[src/pscs_pkg.sv]
// Constants and types for the PLL start-up clock supervisor
// Function
// - A set lock flag alone never marks the PLL as running.
// - Once validated, PLL stays valid across disable and re-enable until reset.
// - PLL selected but not running stalls the CPU.
// - Single-shot comparator results with early done or error are invalid.
// - Standby is unsupported; only idle and halt low-power modes exist.
// - Clearing the PLL clock select switches system clock to oscillator.
// - A larger divider select value lowers the system clock rate.
// - Per-peripheral clock enables gate peripheral clocks off.
package pscs_pkg;
  localparam int unsigned CNT_W        = 20;
  localparam logic [CNT_W-1:0] CNT_ONE = 20'h00001;
  // Register byte offsets
  localparam logic [7:0] OFF_CTRL      = 8'h00;
  localparam logic [7:0] OFF_DIV       = 8'h04;
  localparam logic [7:0] OFF_PCLK      = 8'h08;
  localparam logic [7:0] OFF_PLL_STATUS_REG    = 8'h0C;
  localparam logic [7:0] OFF_CMPCTL    = 8'h10;
  localparam logic [7:0] OFF_REFCNT    = 8'h14;
  localparam logic [7:0] OFF_MEASCNT   = 8'h18;
  localparam logic [7:0] OFF_VALIDCNT  = 8'h1C;
  localparam logic [7:0] OFF_ISTAT     = 8'h20;
  localparam logic [7:0] OFF_IMASK     = 8'h24;
  // Field positions
  localparam int unsigned CTRL_EN_BIT  = 0;
  localparam int unsigned CTRL_SEL_BIT = 1;
  localparam int unsigned CTRL_LPM_LSB = 2;
  localparam int unsigned ST_LOCK_BIT  = 0;
  localparam int unsigned ST_VALID_BIT = 1;
  localparam int unsigned ST_RUN_BIT   = 2;
  localparam int unsigned ST_STALL_BIT = 3;
  localparam int unsigned ST_CNT_LSB   = 8;
  localparam int unsigned IRQ_DONE     = 0;
  localparam int unsigned IRQ_ERR      = 1;
  localparam int unsigned IRQ_LOCK     = 2;
  localparam int unsigned IRQ_STALL    = 3;
  localparam int unsigned IRQ_W        = 4;
  // Reset values
  localparam logic [7:0]       DIV_RST    = 8'h00;
  localparam logic [7:0]       PCLK_RST   = 8'hFF;
  localparam logic [CNT_W-1:0] REF_RST    = 20'h003E8;
  localparam logic [CNT_W-1:0] MEAS_RST   = 20'h00FA0;
  localparam logic [CNT_W-1:0] VALID_RST  = 20'h00014;
  localparam logic [IRQ_W-1:0] MASK_RST   = 4'h0;
  // Timing
  localparam int unsigned CLK_MHZ      = 250;
  localparam int unsigned PLL_IDLE_NS  = 1000;
  localparam int unsigned IDLE_W       = 9;
  localparam logic [IDLE_W-1:0] PLL_IDLE_CYC = IDLE_W'((PLL_IDLE_NS * CLK_MHZ + 999) / 1000);
  typedef enum logic [1:0] {
    LPM_RUN     = 2'b00,
    LPM_IDLE    = 2'b01,
    LPM_HALT    = 2'b10,
    LPM_STANDBY = 2'b11
  } pscs_lpm_e;
  typedef enum logic [1:0] {
    CMP_IDLE   = 2'b00,
    CMP_REF    = 2'b01,
    CMP_WINDOW = 2'b10
  } pscs_cmp_e;
endpackage

[src/pscs_cmp_if.sv]
// Signals between the supervisor top and its clock comparator
`timescale 1ns/100ps
`default_nettype none
interface pscs_cmp_if;
  logic                         start;
  logic [pscs_pkg::CNT_W-1:0]   ref_seed;
  logic [pscs_pkg::CNT_W-1:0]   meas_seed;
  logic [pscs_pkg::CNT_W-1:0]   valid_seed;
  logic                         ref_tick;
  logic                         meas_tick;
  logic [pscs_pkg::CNT_W-1:0]   ref_cnt;
  logic [pscs_pkg::CNT_W-1:0]   meas_cnt;
  logic [pscs_pkg::CNT_W-1:0]   valid_cnt;
  logic                         busy;
  logic                         done;
  logic                         error;
  modport ctl (output start, ref_seed, meas_seed, valid_seed, ref_tick, meas_tick,
               input ref_cnt, meas_cnt, valid_cnt, busy, done, error);
  modport cmp (input start, ref_seed, meas_seed, valid_seed, ref_tick, meas_tick,
               output ref_cnt, meas_cnt, valid_cnt, busy, done, error);
endinterface
`default_nettype wire

[src/pscs_comparator.sv]
// Single-shot clock comparator: reference window against measured clock
`timescale 1ns/100ps
`default_nettype none
module pscs_comparator (
  input  wire logic clk,   // System clock
  input  wire logic rst_n, // Synchronous reset, active low
  pscs_cmp_if.cmp   cmp    // Comparator port
);
  pscs_pkg::pscs_cmp_e          state_r;
  logic [pscs_pkg::CNT_W-1:0]   ref_r;
  logic [pscs_pkg::CNT_W-1:0]   meas_r;
  logic [pscs_pkg::CNT_W-1:0]   valid_r;
  logic                         done_r;
  logic                         err_r;
  logic                         ref_z;
  logic                         meas_z;
  logic                         valid_z;
  logic                         hit_done;
  logic                         hit_err;

  assign ref_z   = (ref_r == '0);
  assign meas_z  = (meas_r == '0);
  assign valid_z = (valid_r == '0);
  // Done once the measured count runs out in the window; the window count is then cleared, so a clean run never looks premature
  assign hit_done = (state_r == pscs_pkg::CMP_WINDOW) && meas_z;
  // Measured too fast before the window, or window closed with counts left
  assign hit_err  = ((state_r == pscs_pkg::CMP_REF) && meas_z && !ref_z) ||
                    ((state_r == pscs_pkg::CMP_WINDOW) && !meas_z && valid_z);

  always_ff @(posedge clk) begin
    if (!rst_n) begin
      state_r <= pscs_pkg::CMP_IDLE;
    end else if (cmp.start) begin
      state_r <= pscs_pkg::CMP_REF;
    end else begin
      case (state_r)
        pscs_pkg::CMP_IDLE:   state_r <= pscs_pkg::CMP_IDLE;
        pscs_pkg::CMP_REF: begin
          if (hit_err) state_r <= pscs_pkg::CMP_IDLE;
          else if (ref_z) state_r <= pscs_pkg::CMP_WINDOW;
        end
        pscs_pkg::CMP_WINDOW: begin
          if (hit_done || hit_err) state_r <= pscs_pkg::CMP_IDLE;
        end
        default:              state_r <= pscs_pkg::CMP_IDLE;
      endcase
    end
  end

  always_ff @(posedge clk) begin
    if (!rst_n) begin
      ref_r   <= '0;
      meas_r  <= '0;
      valid_r <= '0;
    end else if (cmp.start) begin
      ref_r   <= cmp.ref_seed;
      meas_r  <= cmp.meas_seed;
      valid_r <= cmp.valid_seed;
    end else if (hit_done) begin
      valid_r <= '0;
    end else if (state_r != pscs_pkg::CMP_IDLE && !hit_err) begin
      if (cmp.meas_tick && !meas_z) meas_r <= meas_r - pscs_pkg::CNT_ONE;
      if (cmp.ref_tick && state_r == pscs_pkg::CMP_REF && !ref_z) ref_r <= ref_r - pscs_pkg::CNT_ONE;
      if (cmp.ref_tick && state_r == pscs_pkg::CMP_WINDOW && !valid_z) valid_r <= valid_r - pscs_pkg::CNT_ONE;
    end
  end

  always_ff @(posedge clk) begin
    if (!rst_n) begin
      done_r <= 1'b0;
      err_r  <= 1'b0;
    end else begin
      done_r <= hit_done && !cmp.start;
      err_r  <= hit_err && !cmp.start;
    end
  end

  assign cmp.ref_cnt   = ref_r;
  assign cmp.meas_cnt  = meas_r;
  assign cmp.valid_cnt = valid_r;
  assign cmp.busy      = (state_r != pscs_pkg::CMP_IDLE);
  assign cmp.done      = done_r;
  assign cmp.error     = err_r;
endmodule
`default_nettype wire

[src/pscs_top.sv]
// PLL start-up supervisor with clock comparator, clock select and gating
`timescale 1ns/100ps
`default_nettype none
module pscs_top (
  input  wire logic        clk,            // System clock, 250 MHz
  input  wire logic        rst_n,          // Synchronous reset, active low
  input  wire logic        hsel,           // AHB slave select
  input  wire logic [31:0] haddr,          // AHB address
  input  wire logic [1:0]  htrans,         // AHB transfer type
  input  wire logic        hwrite,         // AHB write
  input  wire logic [2:0]  hsize,          // AHB size
  input  wire logic        hready,         // AHB bus ready
  input  wire logic [31:0] hwdata,         // AHB write data
  output logic             hreadyout,      // AHB slave ready
  output logic [31:0]      hrdata,         // AHB read data
  output logic             hresp,          // AHB response, always OKAY
  input  wire logic        osc_clk_in,     // Oscillator clock pin
  input  wire logic        pll_clk_in,     // PLL output clock pin
  input  wire logic        pll_lock_in,    // PLL lock flag pin
  input  wire logic        wake_req,       // Wake from low-power mode
  output logic             pll_enable,     // PLL power enable
  output logic             system_clock_src_pll, // System clock from PLL
  output logic             system_clock_tick,    // Divided system clock tick
  output logic             cpu_stall,      // CPU halted by dead clock
  output logic             lpm_idle,       // Idle mode active
  output logic             lpm_halt,       // Halt mode active
  output logic [7:0]       periph_clk_en,  // Per-peripheral clock enables
  output logic             irq             // Interrupt, level
);
  localparam int unsigned OSC = 0;
  localparam int unsigned PLL = 1;
  localparam int unsigned LCK = 2;

  pscs_cmp_if cif ();

  // Pin synchronisers, a change counts once stages two and three agree
  logic [2:0] pin_in;
  logic [2:0] pin_lvl;
  logic [2:0] pin_rise;
  assign pin_in = {pll_lock_in, pll_clk_in, osc_clk_in};

  generate
    for (genvar g = 0; g < 3; g++) begin : g_sync
      logic [2:0] sh_r;
      logic       lvl_r;
      always_ff @(posedge clk) begin
        if (!rst_n) begin
          sh_r  <= 3'h0;
          lvl_r <= 1'b0;
        end else begin
          sh_r <= {sh_r[1:0], pin_in[g]};
          if (sh_r[1] == sh_r[2]) lvl_r <= sh_r[2];
        end
      end
      assign pin_lvl[g]  = lvl_r;
      assign pin_rise[g] = (sh_r[1] == sh_r[2]) && sh_r[2] && !lvl_r;
    end
  endgenerate

  // Control registers
  logic                        pll_en_r;
  logic                        pll_sel_r;
  pscs_pkg::pscs_lpm_e         lpm_r;
  logic [7:0]                  div_r;
  logic [7:0]                  pclk_r;
  logic [pscs_pkg::CNT_W-1:0]  ref_seed_r;
  logic [pscs_pkg::CNT_W-1:0]  meas_seed_r;
  logic [pscs_pkg::CNT_W-1:0]  valid_seed_r;
  logic [pscs_pkg::IRQ_W-1:0]  mask_r;
  logic [pscs_pkg::IRQ_W-1:0]  stat_r;
  logic [pscs_pkg::IRQ_W-1:0]  events;
  logic                        start_r;

  // Supervisor state
  logic [pscs_pkg::IDLE_W-1:0] idle_cnt_r;
  logic                        pll_run_r;
  logic                        pll_valid_r;
  logic                        stall_r;
  logic [7:0]                  lock_cnt_r;
  logic [7:0]                  div_cnt_r;
  logic                        tick_r;
  logic                        idle_r;
  logic                        halt_r;
  logic [7:0]                  pclk_out_r;

  // Bus slave
  logic                        ap_take;
  logic                        wr_pend_r;
  logic [7:0]                  wr_addr_r;
  logic [31:0]                 rd_mux;
  logic [31:0]                 hrdata_r;
  logic [1:0]                  lpm_wr;
  logic                        src_edge;

  assign ap_take   = hsel && hready && htrans[1];
  assign hreadyout = 1'b1;
  assign hresp     = 1'b0;
  assign hrdata    = hrdata_r;
  assign lpm_wr    = hwdata[pscs_pkg::CTRL_LPM_LSB +: 2];

  always_ff @(posedge clk) begin
    if (!rst_n) begin
      wr_pend_r <= 1'b0;
      wr_addr_r <= 8'h00;
    end else begin
      wr_pend_r <= ap_take && hwrite && (hsize == 3'b010) && (haddr[31:8] == 24'h000000);
      wr_addr_r <= haddr[7:0];
    end
  end

  always_comb begin
    rd_mux = 32'h00000000;
    if (haddr[31:8] == 24'h000000) begin
      case (haddr[7:0])
        pscs_pkg::OFF_CTRL: begin
          rd_mux[pscs_pkg::CTRL_EN_BIT]          = pll_en_r;
          rd_mux[pscs_pkg::CTRL_SEL_BIT]         = pll_sel_r;
          rd_mux[pscs_pkg::CTRL_LPM_LSB +: 2]    = lpm_r;
        end
        pscs_pkg::OFF_DIV:      rd_mux[7:0] = div_r;
        pscs_pkg::OFF_PCLK:     rd_mux[7:0] = pclk_r;
        pscs_pkg::OFF_PLL_STATUS_REG: begin
          rd_mux[pscs_pkg::ST_LOCK_BIT]          = pin_lvl[LCK];
          rd_mux[pscs_pkg::ST_VALID_BIT]         = pll_valid_r;
          rd_mux[pscs_pkg::ST_RUN_BIT]           = pll_run_r;
          rd_mux[pscs_pkg::ST_STALL_BIT]         = stall_r;
          rd_mux[pscs_pkg::ST_CNT_LSB +: 8]      = lock_cnt_r;
        end
        pscs_pkg::OFF_CMPCTL:   rd_mux[0] = cif.busy;
        pscs_pkg::OFF_REFCNT:   rd_mux[pscs_pkg::CNT_W-1:0] = cif.ref_cnt;
        pscs_pkg::OFF_MEASCNT:  rd_mux[pscs_pkg::CNT_W-1:0] = cif.meas_cnt;
        pscs_pkg::OFF_VALIDCNT: rd_mux[pscs_pkg::CNT_W-1:0] = cif.valid_cnt;
        pscs_pkg::OFF_ISTAT:    rd_mux[pscs_pkg::IRQ_W-1:0] = stat_r;
        pscs_pkg::OFF_IMASK:    rd_mux[pscs_pkg::IRQ_W-1:0] = mask_r;
        default:                rd_mux = 32'h00000000;
      endcase
    end
  end

  always_ff @(posedge clk) begin
    if (!rst_n) begin
      hrdata_r <= 32'h00000000;
    end else if (ap_take && !hwrite) begin
      hrdata_r <= rd_mux;
    end
  end

  // Software-written control
  always_ff @(posedge clk) begin
    if (!rst_n) begin
      pll_en_r     <= 1'b0;
      pll_sel_r    <= 1'b0;
      div_r        <= pscs_pkg::DIV_RST;
      pclk_r       <= pscs_pkg::PCLK_RST;
      ref_seed_r   <= pscs_pkg::REF_RST;
      meas_seed_r  <= pscs_pkg::MEAS_RST;
      valid_seed_r <= pscs_pkg::VALID_RST;
      mask_r       <= pscs_pkg::MASK_RST;
    end else if (wr_pend_r) begin
      case (wr_addr_r)
        pscs_pkg::OFF_CTRL: begin
          pll_en_r  <= hwdata[pscs_pkg::CTRL_EN_BIT];
          pll_sel_r <= hwdata[pscs_pkg::CTRL_SEL_BIT];
        end
        pscs_pkg::OFF_DIV:      div_r        <= hwdata[7:0];
        pscs_pkg::OFF_PCLK:     pclk_r       <= hwdata[7:0];
        pscs_pkg::OFF_REFCNT:   ref_seed_r   <= hwdata[pscs_pkg::CNT_W-1:0];
        pscs_pkg::OFF_MEASCNT:  meas_seed_r  <= hwdata[pscs_pkg::CNT_W-1:0];
        pscs_pkg::OFF_VALIDCNT: valid_seed_r <= hwdata[pscs_pkg::CNT_W-1:0];
        pscs_pkg::OFF_IMASK:    mask_r       <= hwdata[pscs_pkg::IRQ_W-1:0];
        default:                mask_r       <= mask_r;
      endcase
    end
  end

  // Comparator start pulse
  always_ff @(posedge clk) begin
    if (!rst_n) begin
      start_r <= 1'b0;
    end else begin
      start_r <= wr_pend_r && (wr_addr_r == pscs_pkg::OFF_CMPCTL) && hwdata[0];
    end
  end

  // Low-power mode; a standby request is dropped
  always_ff @(posedge clk) begin
    if (!rst_n) begin
      lpm_r <= pscs_pkg::LPM_RUN;
    end else if (wake_req) begin
      lpm_r <= pscs_pkg::LPM_RUN;
    end else if (wr_pend_r && wr_addr_r == pscs_pkg::OFF_CTRL &&
                 lpm_wr != pscs_pkg::LPM_STANDBY) begin
      lpm_r <= pscs_pkg::pscs_lpm_e'(lpm_wr);
    end
  end

  always_ff @(posedge clk) begin
    if (!rst_n) begin
      idle_r     <= 1'b0;
      halt_r     <= 1'b0;
      pclk_out_r <= 8'h00;
    end else begin
      idle_r     <= (lpm_r == pscs_pkg::LPM_IDLE);
      halt_r     <= (lpm_r == pscs_pkg::LPM_HALT);
      pclk_out_r <= (lpm_r == pscs_pkg::LPM_HALT) ? 8'h00 : pclk_r;
    end
  end

  // PLL activity: only real output edges prove a running clock
  always_ff @(posedge clk) begin
    if (!rst_n) begin
      idle_cnt_r <= pscs_pkg::PLL_IDLE_CYC;
      pll_run_r  <= 1'b0;
    end else begin
      if (pin_rise[PLL] && pll_en_r) begin
        idle_cnt_r <= '0;
      end else if (idle_cnt_r != pscs_pkg::PLL_IDLE_CYC) begin
        idle_cnt_r <= idle_cnt_r + 1'b1;
      end
      pll_run_r <= pll_en_r && (idle_cnt_r != pscs_pkg::PLL_IDLE_CYC);
    end
  end

  // Validation sticks until the next reset
  always_ff @(posedge clk) begin
    if (!rst_n) begin
      pll_valid_r <= 1'b0;
    end else if (cif.done && pll_en_r && pll_run_r) begin
      pll_valid_r <= 1'b1;
    end
  end

  always_ff @(posedge clk) begin
    if (!rst_n) begin
      lock_cnt_r <= 8'h00;
    end else if (pin_rise[LCK] && lock_cnt_r != 8'hFF) begin
      lock_cnt_r <= lock_cnt_r + 8'h01;
    end
  end

  always_ff @(posedge clk) begin
    if (!rst_n) begin
      stall_r <= 1'b0;
    end else begin
      stall_r <= pll_sel_r && !pll_run_r;
    end
  end

  // System clock divider on the selected source
  assign src_edge = pll_sel_r ? pin_rise[PLL] : pin_rise[OSC];

  always_ff @(posedge clk) begin
    if (!rst_n) begin
      div_cnt_r <= 8'h00;
      tick_r    <= 1'b0;
    end else begin
      tick_r <= 1'b0;
      if (src_edge && lpm_r != pscs_pkg::LPM_HALT) begin
        if (div_cnt_r >= div_r) begin
          div_cnt_r <= 8'h00;
          tick_r    <= 1'b1;
        end else begin
          div_cnt_r <= div_cnt_r + 8'h01;
        end
      end
    end
  end

  // Interrupt status, set wins over a write-one clear
  assign events[pscs_pkg::IRQ_DONE]  = cif.done;
  assign events[pscs_pkg::IRQ_ERR]   = cif.error;
  assign events[pscs_pkg::IRQ_LOCK]  = pin_rise[LCK];
  assign events[pscs_pkg::IRQ_STALL] = pll_sel_r && !pll_run_r && !stall_r;

  always_ff @(posedge clk) begin
    if (!rst_n) begin
      stat_r <= '0;
    end else if (wr_pend_r && wr_addr_r == pscs_pkg::OFF_ISTAT) begin
      stat_r <= (stat_r & ~hwdata[pscs_pkg::IRQ_W-1:0]) | events;
    end else begin
      stat_r <= stat_r | events;
    end
  end

  always_ff @(posedge clk) begin
    if (!rst_n) begin
      irq <= 1'b0;
    end else begin
      irq <= |(stat_r & mask_r);
    end
  end

  // Comparator: oscillator is the reference, PLL output is measured
  assign cif.start      = start_r;
  assign cif.ref_seed   = ref_seed_r;
  assign cif.meas_seed  = meas_seed_r;
  assign cif.valid_seed = valid_seed_r;
  assign cif.ref_tick   = pin_rise[OSC];
  assign cif.meas_tick  = pin_rise[PLL];

  pscs_comparator u_cmp (
    .clk   (clk),
    .rst_n (rst_n),
    .cmp   (cif.cmp)
  );

  assign pll_enable     = pll_en_r;
  assign system_clock_src_pll = pll_sel_r;
  assign system_clock_tick    = tick_r;
  assign cpu_stall      = stall_r;
  assign lpm_idle       = idle_r;
  assign lpm_halt       = halt_r;
  assign periph_clk_en  = pclk_out_r;
endmodule
`default_nettype wire

[config.mk]
export PLATFORM = sky130hd
export DESIGN_NAME = pscs_top
export DESIGN_NICKNAME = d
export VERILOG_FILES = /design/src/pscs_pkg.sv /design/src/pscs_cmp_if.sv /design/src/pscs_comparator.sv /design/src/pscs_top.sv
export SDC_FILE = /design/constraint.sdc
export NUM_CORES = 1
export LEC_CHECK = 0
export ABC_AREA = 1
export BUFFER_PORTS_ARGS = -buffer_cell sky130_fd_sc_hd__clkbuf_2
export CORE_AREA = 2 2 158 160
export DETAILED_ROUTE_END_ITERATION = 10
export DIE_AREA = 0 0 160 162
export GPL_TIMING_DRIVEN = 0
export MAX_ROUTING_LAYER = met4
export PLACE_DENSITY = 0.7
export SYNTH_ARGS = -nofsm -noshare
export SYNTH_HDL_FRONTEND = slang
export SYNTH_SLANG_ARGS = --single-unit
[constraint.sdc]
create_clock -name clk -period 2.2 [get_ports clk]
set_input_delay 0.44 -clock clk [delete_from_list [all_inputs] [get_ports clk]]
set_output_delay 0.44 -clock clk [all_outputs]
set_load 0.01 [all_outputs]
==> impl_metrics.json <==
{
  "drc": 0,
  "placed_area_um2": 12800,
  "drive_gt1_frac": 0.130,
  "synth_top_area_share": 0.394,
  "cts.sinks": 234,
  "synth_area_leaders": "dfxtp_1 39%, nand2_1 11%, nor2_1 8.2%, inv_1 6.0%, a21oi_1 5.9%",
  "clk_pin_slew_worst_paths_ns": 0.07,
  "cp.arrival_ns": 2.53,
  "wl_per_cell_um": 18.3,
  "stdcell_area_um2": 13900,
  "antenna_found_initial": 0,
  "clk_path_buf_depth": 3,
  "core_um2": 24100,
  "setup_viol": 0,
  "wl_um": 40700,
  "max-cap-violations": 0,
  "rrSetupSlack_ns": 0.1,
  "viasPerCell": 5.46,
  "synth.most_common_cell": "nand2_1",
  "gp_congestion": 1.00,
  "synthCells": 1738,
  "dr.pass1.iters": 8,
  "hpwl_um": 30700,
  "fin_ws_ns": 0.0971,
  "dp_slack_ns": -0.319,
  "drt-initial-drc-count": 1244,
  "worstSetupPathType": "reg2reg",
  "synth_cell_types": 49,
  "synth_area_per_cell_um2": 6.83,
  "syn2layout_area_growth_pct": 17.3,
  "status": "finished clean",
  "grt_pass1_vias": 11200,
  "ioPinCount": 127,
  "fin_crit_sh": 0.956,
  "whs_ns": 0.0474,
  "grt_max_degree": 15,
  "fillers": 2468,
  "async_reset_ff_frac": 0,
  "ant_nets": 0,
  "max-slew-margin-rel": 0.431,
  "die_h_um": 162,
  "min_path_type": "in2reg",
  "tritoncts": "done",
  "placed_cells": 2173,
  "cts_hold_buffers": 0,
  "vias": 12200,
  "ys.flop_type": "dfxtp_1",
  "min_period_ns": 2.10,
  "synth-seq-cells": 234,
  "crit_required_ns": 2.63,
  "synth.cells.most_frequent": "340 x nand2_1, 261 x nor2_1, 234 x dfxtp_1, 191 x inv_1, 141 x a21oi_1",
  "clock.fmax_ghz": 0.476,
  "finClkSkew_ns": 0.0321,
  "final.setup.tns_ns": 0,
  "track_usage": 0.315,
  "h-tree-depth": 1,
  "grt_pass1_wl_um": 61900,
  "ir_drop_v": 0.000563,
  "p_leak_uw": 0.00623,
  "cp_max_fo": 10,
  "synth_edf_count": 0,
  "synth_top_cell_by_area": "dfxtp_1",
  "synth.yosys.seq_area_share": 0.394,
  "start_util": 0.493,
  "syn_area_um2": 11900,
  "num-nets-final": 1979,
  "worst_skew_pair.late_latency_ns": 0.57,
  "tightestPinTransition_ns": 0.854,
  "port_buffers": 99,
  "yosysWarningCount": 0,
  "cp-end-kind": "flop",
  "cts-root-buf": "clkbuf_16",
  "report.final.hold_viol_count": 0,
  "cts_buffers": 27,
  "maxSlewViolCount": 0,
  "die_w_um": 160,
  "fin_cells": 2226,
  "rows": 57,
  "power.density_nw_per_um2": 709,
  "startpoint_type": "flop",
  "gr-total-overflow": 0,
  "fp.dieArea_um2": 25900
}
[placed cells by master (no fill, tap or decap), types with 27 or more instances in the layout]
cell type and instances:
dfxtp_1 234, xor2_1 31, o21ai_0 139, inv_1 190, clkbuf_2 99, clkbuf_16 27
a21oi_1 141, nor2_1 259, nand2_1 339, nand3_1 113, clkbuf_1 38
[stage by stage]
| step | power (uW) | utilization |
|---|---|---|
| final | 9880 | 0.578 |
| after global placement | 4710 | 0.532 |
| after global routing | 10100 | 0.578 |
| after floorplan | 4540 | - |
| after detailed placement | 4720 | 0.532 |
| after CTS | 9910 | 0.576 |
[area by class of cell]
type / instances / area, um2 / share of cell area
multi-input cells: 1227 / 6050 / 0.434
flip-flops and latches: 234 / 4680 / 0.336
repair buffers: 101 / 510 / 0.0366
inverters: 205 / 778 / 0.0558
clock buffers: 29 / 703 / 0.0505
diodes: 1 / 2.50 / 0.000180
plain buffers: 84 / 454 / 0.0326
clock inverters: 21 / 345 / 0.0248
well taps: 324 / 405 / 0.0291
[layer usage]
layer | track usage | share of wire | up-vias
met3 | 0.0564 | 0.081 | 120
met5 | - | 0 | -
li1 | - | - | 5904
met4 | 0.133 | 0.048 | 0
met2 | 0.497 | 0.45 | 529
met1 | 0.401 | 0.42 | 5605
[power breakdown]
group / switching, uW / internal (uW)
Combinational: 250 / 108
Clock: 1980 / 3280
Sequential: 11.4 / 4260
Total: 2240 / 7650
[critical path, stage by stage (launching register included)]
cell and delay (ns):
dfxtp_1 0.33, inv_1 0.13, ha_2 0.23, nand3_1 0.10, nor2_2 0.16, nand3_4 0.14, clkinv_4 0.11, nand2_1 0.12
nand2_2 0.19, buf_6 0.18, nor2_1 0.08, a21oi_1 0.11, a21oi_1 0.08
[logic make-up after synthesis]
group / synth area share
XOR/XNOR: 0.0280
AND/OR/NAND/NOR: 0.290
AO/OA/AOI/OAI: 0.162
adder cells (fa/ha/maj): 0.0221
flip-flops: 0.394
buffers and inverters: 0.103
other: 0.000632
[state kept, by name, indices dropped and copies added, names as in the netlist, 2 cells and up]
name and cells:
cif.meas_seed 20, cif.ref_seed 20, cif.valid_seed 20, div_cnt_r 8, div_r 8, g_sync.lvl_r 3, g_sync.sh_r 9, hrdata 20
idle_cnt_r 9, lock_cnt_r 8, lpm_r 2, mask_r 4, pclk_r 8, periph_clk_en 8, stat_r 4, u_cmp.cmp.meas_cnt 20
u_cmp.cmp.ref_cnt 20, u_cmp.cmp.valid_cnt 20, u_cmp.state_r 2, wr_addr_r 8
[path summary, 6_finish.rpt]
kind	startpoint	end	depth (start not counted)
max reg2reg	u_cmp.cmp.meas_cnt[0]	u_cmp.cmp.valid_cnt[16]	12
min reg2reg	g_sync[1].sh_r[0]	g_sync[1].sh_r[1]	2
min	osc_clk_in	g_sync[0].sh_r[0]	3
max	u_cmp.cmp.meas_cnt[0]	u_cmp.cmp.valid_cnt[16]	12
[timing repair]
action,CTS,global route
pin swaps,1,3
buffers inserted,1,1
resized for setup,1,14
endpoints found under the setup margin,4,74
No activity file was read; power rests on OpenSTA's default activity.
